## config.mk

```make
export PLATFORM = sky130hd
export DESIGN_NAME = bcwd_top
export DESIGN_NICKNAME = d
export VERILOG_FILES = /design/src/bcwd_pkg.sv /design/src/bcwd_field_decode.sv /design/src/bcwd_perm_map.sv /design/src/bcwd_top.sv
export SDC_FILE = /design/constraint.sdc
export NUM_CORES = 1
export LEC_CHECK = 0
export BUFFER_PORTS_ARGS = -buffer_cell sky130_fd_sc_hd__buf_2
export CAP_MARGIN = 20
export CORE_UTILIZATION = 50
export CTS_CLUSTER_SIZE = 8
export DETAILED_ROUTE_END_ITERATION = 10
export GPL_ROUTABILITY_DRIVEN = 0
export HOLD_SLACK_MARGIN = 0.05
export PLACE_DENSITY = 0.76
export SYNTH_ARGS = -nofsm -noshare
export SYNTH_HDL_FRONTEND = slang
export SYNTH_SLANG_ARGS = --single-unit
```

## constraint.sdc

```tcl
create_clock -name i_clk -period 4.3 [get_ports i_clk]
set_input_delay 0.86 -clock i_clk [delete_from_list [all_inputs] [get_ports i_clk]]
set_output_delay 0.86 -clock i_clk [all_outputs]
set_load 0.05 [all_outputs]
```

## src/bcwd_pkg.sv

```systemverilog
// bcwd_pkg: constants, field positions and carrier types for the boot config word decoder
// assumes: a single 10 MHz system clock; register offsets are byte addresses on Avalon-MM
`default_nettype none
package bcwd_pkg;
    // register byte offsets
    localparam logic [3:0] BCWD_OFS_WORD       = 4'h0; // programmed config word, read only
    localparam logic [3:0] BCWD_OFS_SYSCFG     = 4'h4; // runtime system config register
    localparam logic [3:0] BCWD_OFS_CTRL       = 4'h8; // cpu state inputs: debug mode, group
    localparam logic [3:0] BCWD_OFS_STATUS     = 4'hC; // decoded read-only status
    // config word field positions
    localparam int BCWD_POS_RSV_ZERO  = 31;
    localparam int BCWD_POS_DBG_FULL  = 30;
    localparam int BCWD_POS_PERM_HI   = 14;
    localparam int BCWD_POS_PERM_LO   = 12;
    localparam int BCWD_POS_FLASH_SLEEP_POWERDOWN    = 10;
    localparam int BCWD_POS_ECC_HI    = 9;
    localparam int BCWD_POS_ECC_LO    = 8;
    localparam int BCWD_POS_ISA       = 6;
    localparam int BCWD_POS_TRACE     = 5;
    localparam int BCWD_POS_TPORT     = 3;
    // system config register field positions
    localparam int BCWD_SYS_ECC_HI    = 5;
    localparam int BCWD_SYS_ECC_LO    = 4;
    localparam int BCWD_SYS_TPORT     = 3;
    // correction configuration encodings
    localparam logic [1:0] BCWD_ECC_OFF_OPEN   = 2'h3;
    localparam logic [1:0] BCWD_ECC_OFF_LOCKED = 2'h2;
    localparam logic [1:0] BCWD_ECC_DYNAMIC    = 2'h1;
    localparam logic [1:0] BCWD_ECC_FULL       = 2'h0;
    // instruction set select codes and the debug fallback group
    localparam logic [1:0] BCWD_ISA_STD        = 2'h2;
    localparam logic [1:0] BCWD_ISA_COMPRESSED = 2'h3;
    localparam logic [1:0] BCWD_GROUP_FALLBACK = 2'h3;
    // reset values
    localparam logic [31:0] BCWD_RST_WORD      = 32'h00000000;
    localparam logic [31:0] BCWD_RST_ZERO      = 32'h00000000;

    typedef enum logic [1:0] {
        BCWD_ST_RESET   = 2'b00,
        BCWD_ST_CAPTURE = 2'b01,
        BCWD_ST_RUN     = 2'b10,
        BCWD_ST_FILL    = 2'b11
    } bcwd_state_t;

    // decoded settings that travel together
    typedef struct packed {
        logic       debug_full;
        logic [2:0] permit;
        logic       flash_sleep_powerdown;
        logic [1:0] ecc_cfg;
        logic       ecc_locked;
        logic       ecc_enabled;
        logic       ecc_dynamic;
        logic       word_write_block;
        logic [1:0] isa_sel;
        logic       exc_isa_flag;
        logic       trace_en;
        logic       test_port_en;
    } bcwd_cfg_t;
endpackage : bcwd_pkg
`default_nettype wire

```

## src/bcwd_field_decode.sv

```systemverilog
// bcwd_field_decode: pure decode of a config word into settings
// assumes: the word is stable while it is read; output is combinational
`default_nettype none
module bcwd_field_decode
    import bcwd_pkg::*;
(
    // word in
    input  wire logic [31:0] i_word,
    // decoded settings out
    output var bcwd_cfg_t    o_cfg
);
    logic [1:0] ecc;
    assign ecc = i_word[BCWD_POS_ECC_HI:BCWD_POS_ECC_LO];

    // field decode, one term per setting
    always_comb begin
        o_cfg                       = '0;
        o_cfg.debug_full            = i_word[BCWD_POS_DBG_FULL];
        o_cfg.permit                = i_word[BCWD_POS_PERM_HI:BCWD_POS_PERM_LO];
        o_cfg.flash_sleep_powerdown = i_word[BCWD_POS_FLASH_SLEEP_POWERDOWN];
        o_cfg.ecc_cfg               = ecc;
        o_cfg.ecc_locked            = (ecc != BCWD_ECC_OFF_OPEN);
        o_cfg.ecc_enabled           = (ecc == BCWD_ECC_DYNAMIC) || (ecc == BCWD_ECC_FULL);
        o_cfg.ecc_dynamic           = (ecc == BCWD_ECC_DYNAMIC);
        o_cfg.word_write_block      = (ecc == BCWD_ECC_FULL);
        o_cfg.isa_sel               = i_word[BCWD_POS_ISA] ? BCWD_ISA_STD
                                                           : BCWD_ISA_COMPRESSED;
        o_cfg.exc_isa_flag          = ~i_word[BCWD_POS_ISA];
        o_cfg.trace_en              = i_word[BCWD_POS_TRACE];
        o_cfg.test_port_en          = i_word[BCWD_POS_TPORT];
    end
endmodule : bcwd_field_decode
`default_nettype wire

```

## src/bcwd_perm_map.sv

```systemverilog
// bcwd_perm_map: maps the cpu permission group in debug mode to the granted group
// assumes: inputs come from registers on the same clock
`default_nettype none
module bcwd_perm_map
    import bcwd_pkg::*;
(
    // request
    input  wire logic       i_debug_mode,
    input  wire logic [1:0] i_group,
    input  wire logic [2:0] i_permit,
    // result
    output logic      [1:0] o_group
);
    logic denied;

    // group 3 is never in the permit field, so it simply passes through
    always_comb begin
        denied = 1'b0;
        if (i_group != BCWD_GROUP_FALLBACK) begin
            denied = ~i_permit[i_group];
        end
        o_group = (i_debug_mode && denied) ? BCWD_GROUP_FALLBACK : i_group;
    end
endmodule : bcwd_perm_map
`default_nettype wire

```

## src/bcwd_top.sv

```systemverilog
// bcwd_top: boot configuration word decoder with an Avalon-MM register slave
// assumes: i_cfg_word comes from nonvolatile storage outside the clock domain and is
// stable around reset release; cpu state inputs come from logic on i_clk
//
// Design decisions made here: the address map and the Avalon-MM slave port.
`default_nettype none
// Contract
// - bit 30 picks full or reduced debug
// - bits 14-12 permit debug groups two..zero
// - denied group in debug gets group 3
// - bit 10 powers flash down in sleep
// - reset copies bits 9-8 into runtime field
// - decode correction modes, lock, word-write block
// - bit 6 selects boot isa and flag
// - bit 5 enables cpu trace
// - test-port bit loads system config bit
module bcwd_top
    import bcwd_pkg::*;
(
    // clock and reset
    input  wire logic        i_clk,
    input  wire logic        i_rst_b,
    // nonvolatile word
    input  wire logic [31:0] i_cfg_word,
    // avalon-mm slave
    input  wire logic [3:0]  i_avs_address,
    input  wire logic        i_avs_read,
    input  wire logic        i_avs_write,
    input  wire logic [31:0] i_avs_writedata,
    input  wire logic [3:0]  i_avs_byteenable,
    output logic      [31:0] o_avs_readdata,
    output logic             o_avs_waitrequest,
    // power state
    input  wire logic        i_sleep,
    input  wire logic        i_regulator_standby_ctl,
    output logic             o_flash_powerdown,
    // cpu facing settings
    output logic             o_debug_port_boot_full,
    output logic      [1:0]  o_boot_isa_select,
    output logic             o_exception_isa_flag,
    output logic             o_trace_enable_bit,
    output logic             o_test_port_enable,
    output logic      [1:0]  o_runtime_correction_ctl,
    output logic             o_ecc_enabled,
    output logic             o_ecc_dynamic,
    output logic             o_word_write_block,
    output logic      [1:0]  o_granted_group
);
    // word synchroniser: first stage feeds only the second
    logic [31:0] sync1_r, sync1_nxt;
    logic [31:0] sync2_r, sync2_nxt;
    // captured word and control
    logic [31:0] word_r, word_nxt;
    bcwd_state_t state_r, state_nxt;
    bcwd_cfg_t   cfg_r, cfg_nxt;
    bcwd_cfg_t   dec;
    // runtime registers
    logic [1:0]  ecc_ctl_r, ecc_ctl_nxt;
    logic        tport_r, tport_nxt;
    logic        dbg_mode_r, dbg_mode_nxt;
    logic [1:0]  group_r, group_nxt;
    // bus
    logic        ack_r, ack_nxt;
    logic [31:0] rdata_r, rdata_nxt;
    logic        req;
    logic        run;

    always_comb begin
        sync1_nxt = i_cfg_word;
        sync2_nxt = sync1_r;
    end

    always_ff @(posedge i_clk or negedge i_rst_b) begin
        if (!i_rst_b) begin
            sync1_r <= BCWD_RST_ZERO;
            sync2_r <= BCWD_RST_ZERO;
        end else begin
            sync1_r <= sync1_nxt;
            sync2_r <= sync2_nxt;
        end
    end

    bcwd_field_decode u_decode (
        .i_word (sync2_r),
        .o_cfg  (dec)
    );

    // capture sequence: two cycles to fill the synchroniser, then one capture
    always_comb begin
        state_nxt   = state_r;
        word_nxt    = word_r;
        cfg_nxt     = cfg_r;
        ecc_ctl_nxt = ecc_ctl_r;
        tport_nxt   = tport_r;
        case (state_r)
            BCWD_ST_RESET: begin
                state_nxt = BCWD_ST_FILL;
            end
            BCWD_ST_FILL: begin
                state_nxt = BCWD_ST_CAPTURE;      // synchroniser leaves reset empty, wait once more
            end
            BCWD_ST_CAPTURE: begin
                word_nxt    = sync2_r;
                cfg_nxt     = dec;
                ecc_ctl_nxt = dec.ecc_cfg;
                tport_nxt   = dec.test_port_en;
                state_nxt   = BCWD_ST_RUN;
            end
            BCWD_ST_RUN: begin
                state_nxt = BCWD_ST_RUN;          // settings frozen until next reset
                // runtime field only writable when the word left it open
                if (ack_nxt && i_avs_write && i_avs_address == BCWD_OFS_SYSCFG
                    && i_avs_byteenable[0]) begin
                    if (!cfg_r.ecc_locked) begin
                        ecc_ctl_nxt = i_avs_writedata[BCWD_SYS_ECC_HI:BCWD_SYS_ECC_LO];
                    end
                    tport_nxt = i_avs_writedata[BCWD_SYS_TPORT];
                end
            end
            default: begin
                state_nxt = BCWD_ST_RESET;
            end
        endcase
    end

    always_ff @(posedge i_clk or negedge i_rst_b) begin
        if (!i_rst_b) begin
            state_r   <= BCWD_ST_RESET;
            word_r    <= BCWD_RST_WORD;
            cfg_r     <= '0;
            ecc_ctl_r <= 2'h0;
            tport_r   <= 1'b0;
        end else begin
            state_r   <= state_nxt;
            word_r    <= word_nxt;
            cfg_r     <= cfg_nxt;
            ecc_ctl_r <= ecc_ctl_nxt;
            tport_r   <= tport_nxt;
        end
    end

    // bus slave: one wait cycle, then ack; requests held off until capture is done
    assign run = (state_r == BCWD_ST_RUN);
    assign req = (i_avs_read ^ i_avs_write) && run;

    always_comb begin
        ack_nxt      = req && !ack_r;
        rdata_nxt    = rdata_r;
        dbg_mode_nxt = dbg_mode_r;
        group_nxt    = group_r;
        if (ack_nxt && i_avs_read) begin
            case (i_avs_address)
                BCWD_OFS_WORD:   rdata_nxt = word_r;   // programmed value
                BCWD_OFS_SYSCFG: rdata_nxt = {26'h0, ecc_ctl_r, tport_r, 3'h0};
                BCWD_OFS_CTRL:   rdata_nxt = {29'h0, group_r, dbg_mode_r};
                BCWD_OFS_STATUS: rdata_nxt = {24'h0, cfg_r.word_write_block,
                                              cfg_r.ecc_dynamic, cfg_r.ecc_enabled,
                                              cfg_r.ecc_locked, 2'h0, o_granted_group};
                default:         rdata_nxt = 32'h00000000; // unmapped reads as zero
            endcase
        end
        if (ack_nxt && i_avs_write && i_avs_address == BCWD_OFS_CTRL
            && i_avs_byteenable[0]) begin
            dbg_mode_nxt = i_avs_writedata[0];
            group_nxt    = i_avs_writedata[2:1];
        end
    end

    always_ff @(posedge i_clk or negedge i_rst_b) begin
        if (!i_rst_b) begin
            ack_r      <= 1'b0;
            rdata_r    <= 32'h00000000;
            dbg_mode_r <= 1'b0;
            group_r    <= 2'h0;
        end else begin
            ack_r      <= ack_nxt;
            rdata_r    <= rdata_nxt;
            dbg_mode_r <= dbg_mode_nxt;
            group_r    <= group_nxt;
        end
    end

    assign o_avs_waitrequest = !ack_r;
    assign o_avs_readdata    = rdata_r;

    bcwd_perm_map u_perm (
        .i_debug_mode (dbg_mode_r),
        .i_group      (group_r),
        .i_permit     (cfg_r.permit),
        .o_group      (o_granted_group)
    );

    // flash power-down: word bit forces it in sleep, else regulator control decides
    assign o_flash_powerdown = i_sleep && (cfg_r.flash_sleep_powerdown
                                           || i_regulator_standby_ctl);

    assign o_debug_port_boot_full   = cfg_r.debug_full;
    assign o_boot_isa_select        = cfg_r.isa_sel;
    assign o_exception_isa_flag     = cfg_r.exc_isa_flag;
    assign o_trace_enable_bit       = cfg_r.trace_en;
    assign o_test_port_enable       = tport_r;
    assign o_runtime_correction_ctl = ecc_ctl_r;
    assign o_ecc_enabled            = cfg_r.ecc_enabled;
    assign o_ecc_dynamic            = cfg_r.ecc_dynamic;
    assign o_word_write_block       = cfg_r.word_write_block;

    // assertions
    property p_dbg_full;
        @(posedge i_clk) disable iff (!i_rst_b)
        run |-> o_debug_port_boot_full == word_r[BCWD_POS_DBG_FULL];
    endproperty
    a_dbg_full: assert property (p_dbg_full) else $error("debug mode bit mismatch");

    property p_permit;
        @(posedge i_clk) disable iff (!i_rst_b)
        (run && group_r != 2'h3 && word_r[BCWD_POS_PERM_LO + group_r])
            |-> o_granted_group == group_r;
    endproperty
    a_permit: assert property (p_permit) else $error("permitted group altered");

    property p_fallback;
        @(posedge i_clk) disable iff (!i_rst_b)
        (run && dbg_mode_r && group_r != 2'h3 && !word_r[BCWD_POS_PERM_LO + group_r])
            |-> o_granted_group == 2'h3;
    endproperty
    a_fallback: assert property (p_fallback) else $error("denied group not demoted");

    property p_flash_sleep_powerdown;
        @(posedge i_clk) disable iff (!i_rst_b)
        (run && i_sleep && word_r[BCWD_POS_FLASH_SLEEP_POWERDOWN]) |-> o_flash_powerdown;
    endproperty
    a_flash_sleep_powerdown: assert property (p_flash_sleep_powerdown) else $error("flash not powered down");

    property p_ecc_copy;
        @(posedge i_clk) disable iff (!i_rst_b)
        (state_r == BCWD_ST_CAPTURE) |=> o_runtime_correction_ctl == word_r[9:8];
    endproperty
    a_ecc_copy: assert property (p_ecc_copy) else $error("ecc field not copied");

    property p_ecc_lock;
        @(posedge i_clk) disable iff (!i_rst_b)
        (run && word_r[9:8] != 2'h3) |=> $stable(o_runtime_correction_ctl);
    endproperty
    a_ecc_lock: assert property (p_ecc_lock) else $error("locked ecc field changed");

    property p_isa;
        @(posedge i_clk) disable iff (!i_rst_b)
        run |-> (o_boot_isa_select == (word_r[BCWD_POS_ISA] ? 2'h2 : 2'h3))
                && (o_exception_isa_flag == !word_r[BCWD_POS_ISA]);
    endproperty
    a_isa: assert property (p_isa) else $error("isa select wrong");

    property p_trace;
        @(posedge i_clk) disable iff (!i_rst_b)
        run |-> o_trace_enable_bit == word_r[BCWD_POS_TRACE];
    endproperty
    a_trace: assert property (p_trace) else $error("trace enable wrong");

    property p_tport;
        @(posedge i_clk) disable iff (!i_rst_b)
        (state_r == BCWD_ST_CAPTURE) |=> o_test_port_enable == word_r[BCWD_POS_TPORT];
    endproperty
    a_tport: assert property (p_tport) else $error("test port not loaded");

    property p_hold;
        @(posedge i_clk) disable iff (!i_rst_b)
        run |=> $stable(word_r) && $stable(cfg_r);
    endproperty
    a_hold: assert property (p_hold) else $error("captured word changed");

    // mode flags must follow the captured correction field in every mode
    property p_ecc_flags;
        @(posedge i_clk) disable iff (!i_rst_b)
        run |-> (o_ecc_enabled == !word_r[BCWD_POS_ECC_HI])
                && (o_ecc_dynamic == (word_r[9:8] == 2'h1))
                && (o_word_write_block == (word_r[9:8] == 2'h0));
    endproperty
    a_ecc_flags: assert property (p_ecc_flags) else $error("ecc mode flags wrong");

    // an open field must really take a software write
    property p_ecc_open;
        @(posedge i_clk) disable iff (!i_rst_b)
        (run && ack_nxt && i_avs_write && i_avs_address == BCWD_OFS_SYSCFG
            && i_avs_byteenable[0] && word_r[9:8] == 2'h3)
            |=> o_runtime_correction_ctl == $past(i_avs_writedata[5:4]);
    endproperty
    a_ecc_open: assert property (p_ecc_open) else $error("open ecc field not written");

    property p_word_read;
        @(posedge i_clk) disable iff (!i_rst_b)
        (ack_nxt && i_avs_read && i_avs_address == BCWD_OFS_WORD)
            |=> o_avs_readdata == word_r;
    endproperty
    a_word_read: assert property (p_word_read) else $error("word read wrong");

    property p_no_debug;
        @(posedge i_clk) disable iff (!i_rst_b)
        (run && !dbg_mode_r) |-> o_granted_group == group_r;
    endproperty
    a_no_debug: assert property (p_no_debug) else $error("group changed outside debug");

    property p_flash_sleep_powerdown_reg;
        @(posedge i_clk) disable iff (!i_rst_b)
        (run && !word_r[BCWD_POS_FLASH_SLEEP_POWERDOWN])
            |-> o_flash_powerdown == (i_sleep && i_regulator_standby_ctl);
    endproperty
    a_flash_sleep_powerdown_reg: assert property (p_flash_sleep_powerdown_reg) else $error("regulator path wrong");
endmodule : bcwd_top
`default_nettype wire

```

==> impl_metrics.env <==
export IMPL_outcome="finished, final reports clean"
export IMPL_groute_usage_overall=0.199
export IMPL_clock_tree_from_tritoncts="built"
export IMPL_hold_viol=0
export IMPL_floorplan_die_area_mm2=0.0103
export IMPL_worst_r2r_src="state_r[0]"
export IMPL_first_pass_iters=4
export IMPL_power_per_cell_area_mw_per_mm2=515
export IMPL_clockRootBuffer="sky130_fd_sc_hd__clkbuf_8"
export IMPL_timing_reg2reg_worst_path_depth=7
export IMPL_synthesized_instance_count=347
export IMPL_cp_top_family="flip-flops"
export IMPL_h_tree_depth=4
export IMPL_routedWlPerCell_um=15.2
export IMPL_number_of_enable_type_register_cells_in_the_synthesized_netlist=0
export IMPL_route_detailed_drc=0
export IMPL_vias=2942
export IMPL_r2r_end="o_avs_readdata[0]"
export IMPL_synth_cell_area_mm2=0.00496
export IMPL_slowest_stage_cell_on_the_critical_path="sky130_fd_sc_hd__dfrtp_1"
export IMPL_critical_path_required_ns=3.44
export IMPL_die_x_um=102
export IMPL_number_of_distinct_library_cells_after_synthesis=35
export IMPL_cts_resized=0
export IMPL_crit_chain="mux2i_1 -> a21o_1 -> buf_2"
export IMPL_netlist_top_cells_area="sky130_fd_sc_hd__dfrtp_1, sky130_fd_sc_hd__mux2_2, sky130_fd_sc_hd__nand2_1, sky130_fd_sc_hd__nand3_1, sky130_fd_sc_hd__mux2i_1"
export IMPL_grt_start_max_net_pins=72
export IMPL_drv_cap=0
export IMPL_power_leakage_nw=3.04
export IMPL_hold_path_class="input port to asynchronous set/reset pin"
export IMPL_synthesized_flop_and_latch_total=143
export IMPL_post_cts_buffers=0
export IMPL_max_vdd_ir_drop_mv=0.390
export IMPL_initial_utilization=0.527
export IMPL_async_flop_share=1.00
export IMPL_synth_top_area_cell="sky130_fd_sc_hd__dfrtp_1"
export IMPL_grt_ovfl_total=0
export IMPL_crit_path_end_kind="primary output"
export IMPL_cts_buffer_depth=2
export IMPL_drv_slew=0
export IMPL_setup_violations_final=0
export IMPL_count_of_port_buffers_added_during_placement=95
export IMPL_detail_route_iter0_violations=66
export IMPL_ioPinCount=125
export IMPL_hold_buffers=0
export IMPL_timing_worst_slew_pin_value_ns=0.643
export IMPL_n_antenna_cell=0
export IMPL_cp_arrival_ns=1.56
export IMPL_timing_startpoint_of_the_critical_path="group_r[1]"
export IMPL_vias_per_cell=4.97
export IMPL_hpwl_um=5840
export IMPL_critPathBufInv=1
export IMPL_area_growth_syn_to_layout_pct=24.1
export IMPL_detailed_place_area_mm2=0.00554
export IMPL_worst_slew_margin_rel=0.571
export IMPL_critPathKind="flip-flop to primary output"
export IMPL_antenna_found_initial=0
export IMPL_fp_coreArea_mm2=0.00942
export IMPL_setup_reg_to_reg_worst_slack_ns=2.25
export IMPL_nNetsFinal=531
export IMPL_fp_row_count=35
export IMPL_grt_pass1_vias=3023
export IMPL_post_route_cells_drive_above_1_share=0.397
export IMPL_critical_path_max_stage_delay_ns=0.41
export IMPL_worst_skew_pair_late_latency_ns=0.51
export IMPL_max_freq_ghz=0.413
export IMPL_wl_um=8980
export IMPL_drtAntennaViolNets=0
export IMPL_synthDominantCellAreaShare=0.722
export IMPL_fin_tns_setup_ns=0
export IMPL_setup_ws_ns=1.88
export IMPL_yosys_warning_count=0
export IMPL_syn_avg_cell_area_um2=14.3
export IMPL_cp_max_fo=4
export IMPL_seq_total_area_yosys=0.722
export IMPL_final_min_period_over_clock_period=0.562
export IMPL_worstSetupStartpointType="flip-flop"
export IMPL_timing_final_crit_period_ns=2.42
export IMPL_post_route_cell_area_mm2=0.00615
export IMPL_worst_clock_skew_ns=0.00718
export IMPL_grt_first_pass_wirelength_um=14800
export IMPL_clock_sinks=143
export IMPL_die_height_um=102
export IMPL_synth_net_count=428
export IMPL_grt_setup_unrepaired="false"
export IMPL_synth_flop_cell="sky130_fd_sc_hd__dfrtp_1"
export IMPL_clkSlewWorstSetupHoldPaths_ns=0.06
export IMPL_place_worst_setup_slack_ns=2.13
export IMPL_tritoncts_num_buffers=17
export IMPL_power_total_mw=3.17
## sequential cells by signal, summed over array words and instances, names as in the netlist
name	cells
o_word_write_block	1
o_avs_readdata	32
sync2_r	32
word_r	32
o_ecc_dynamic	1
o_runtime_correction_ctl	2
state_r	2
cfg_r	1
sync1_r	32
group_r	2
dbg_mode_r	1
o_boot_isa_select	2
o_test_port_enable	1
o_ecc_enabled	1
ack_r	1
## synth_stat cells, types with 2 or more instances
master / instances
sky130_fd_sc_hd__inv_1: 7
sky130_fd_sc_hd__nand3_1: 25
sky130_fd_sc_hd__a21o_1: 2
sky130_fd_sc_hd__ha_1: 3
sky130_fd_sc_hd__buf_2: 6
sky130_fd_sc_hd__clkbuf_1: 4
sky130_fd_sc_hd__nor2b_1: 2
sky130_fd_sc_hd__o21ai_1: 6
sky130_fd_sc_hd__dfrtp_1: 143
sky130_fd_sc_hd__mux2_2: 45
sky130_fd_sc_hd__o21ai_0: 2
sky130_fd_sc_hd__buf_6: 4
sky130_fd_sc_hd__nand2_1: 60
sky130_fd_sc_hd__a32oi_1: 2
sky130_fd_sc_hd__nor2_1: 6
sky130_fd_sc_hd__mux2i_1: 5
sky130_fd_sc_hd__buf_4: 2
sky130_fd_sc_hd__nor3_1: 2
sky130_fd_sc_hd__nor3_2: 2
sky130_fd_sc_hd__a22oi_1: 3
sky130_fd_sc_hd__a22o_1: 2
## cell usage in the layout (no fill, tap or decap), drive strengths merged, types with 2 or more instances in the layout
master,count
a21o,2
a22o,2
a22oi,3
a32oi,2
buf,101
bufinv,3
clkbuf,21
clkinv,2
clkinvlp,3
dfrtp,143
ha,3
inv,10
mux2,45
mux2i,5
nand2,60
nand3,25
nor2,6
nor2b,2
nor3,4
o21ai,8
## cells by family (layout without fill, tap and decap cells)
logic type                 count (synthesis)  after routing  share of synthesized area
AOI/OAI and AO/OA                         23             23                     0.0315
xor gates and xnor gates                   1              1                    0.00177
adders and majority gates                  3              3                    0.00757
buffers and inverters                     24            140                     0.0273
DFF                                      143            143                      0.722
muxes                                     50             50                      0.112
and+or+nand+nor                          103            103                     0.0979
## cell type report
class / instances / area [µm²]
sequential: 143 / 3580
fill: 720 / 3260
multi-input combinational: 180 / 1250
timing repair buffer: 101 / 527
clock buffer: 21 / 459
tap: 129 / 161
clock inverter: 11 / 153
inverter: 7 / 26.3
## through the flow
stage	instances	hold slack (ns)	utilization
6_report	592	0.340	0.653
5_1_grt	592	0.352	0.653
4_1_cts	592	0.344	0.653
3_5_place_dp	560	0.335	0.588
3_3_place_gp	560	0.332	0.588
2_1_floorplan	347	0.331	-
## report_power, final
group	switching [mW]	internal [mW]	total [mW]	leakage (nW)
logic	0.172	0.0729	0.245	1.01
registers	0.0349	1.41	1.45	1.74
clock network	0.537	0.935	1.47	0.292
## worst register-to-register path, cell delays in order, from the launching register on
cell and delay [ns]:
sky130_fd_sc_hd__dfrtp_1 0.40, sky130_fd_sc_hd__inv_1 0.07, sky130_fd_sc_hd__ha_1 0.35, sky130_fd_sc_hd__nand2b_2 0.16
sky130_fd_sc_hd__or3b_1 0.39, sky130_fd_sc_hd__buf_4 0.27, sky130_fd_sc_hd__nor3_2 0.19, sky130_fd_sc_hd__a22o_1 0.15
## metal layers
layer / share of wire / routed length [µm] / vias to the layer above / GRT usage
met5: 0 / 0 / - / 0
met4: 0.0088 / 79 / 0 / 0.0836
met3: 0.045 / 406 / 8 / 0.0587
met2: 0.52 / 4680 / 75 / 0.323
met1: 0.42 / 3810 / 1482 / 0.250
li1: - / - / 1377 / -
## worst max path at each step
stage                          to  slack (ns)  depth (start not counted)
2_1_floorplan   o_flash_powerdown        2.18                          1
3_3_place_gp    o_flash_powerdown        2.13                          3
3_5_place_dp    o_flash_powerdown        2.13                          3
4_1_cts        o_granted_group[0]        1.87                          3
5_1_grt        o_granted_group[0]        1.78                          3
6_report       o_granted_group[0]        1.88                          3
Note: power is estimated with default switching activity, not from simulation.
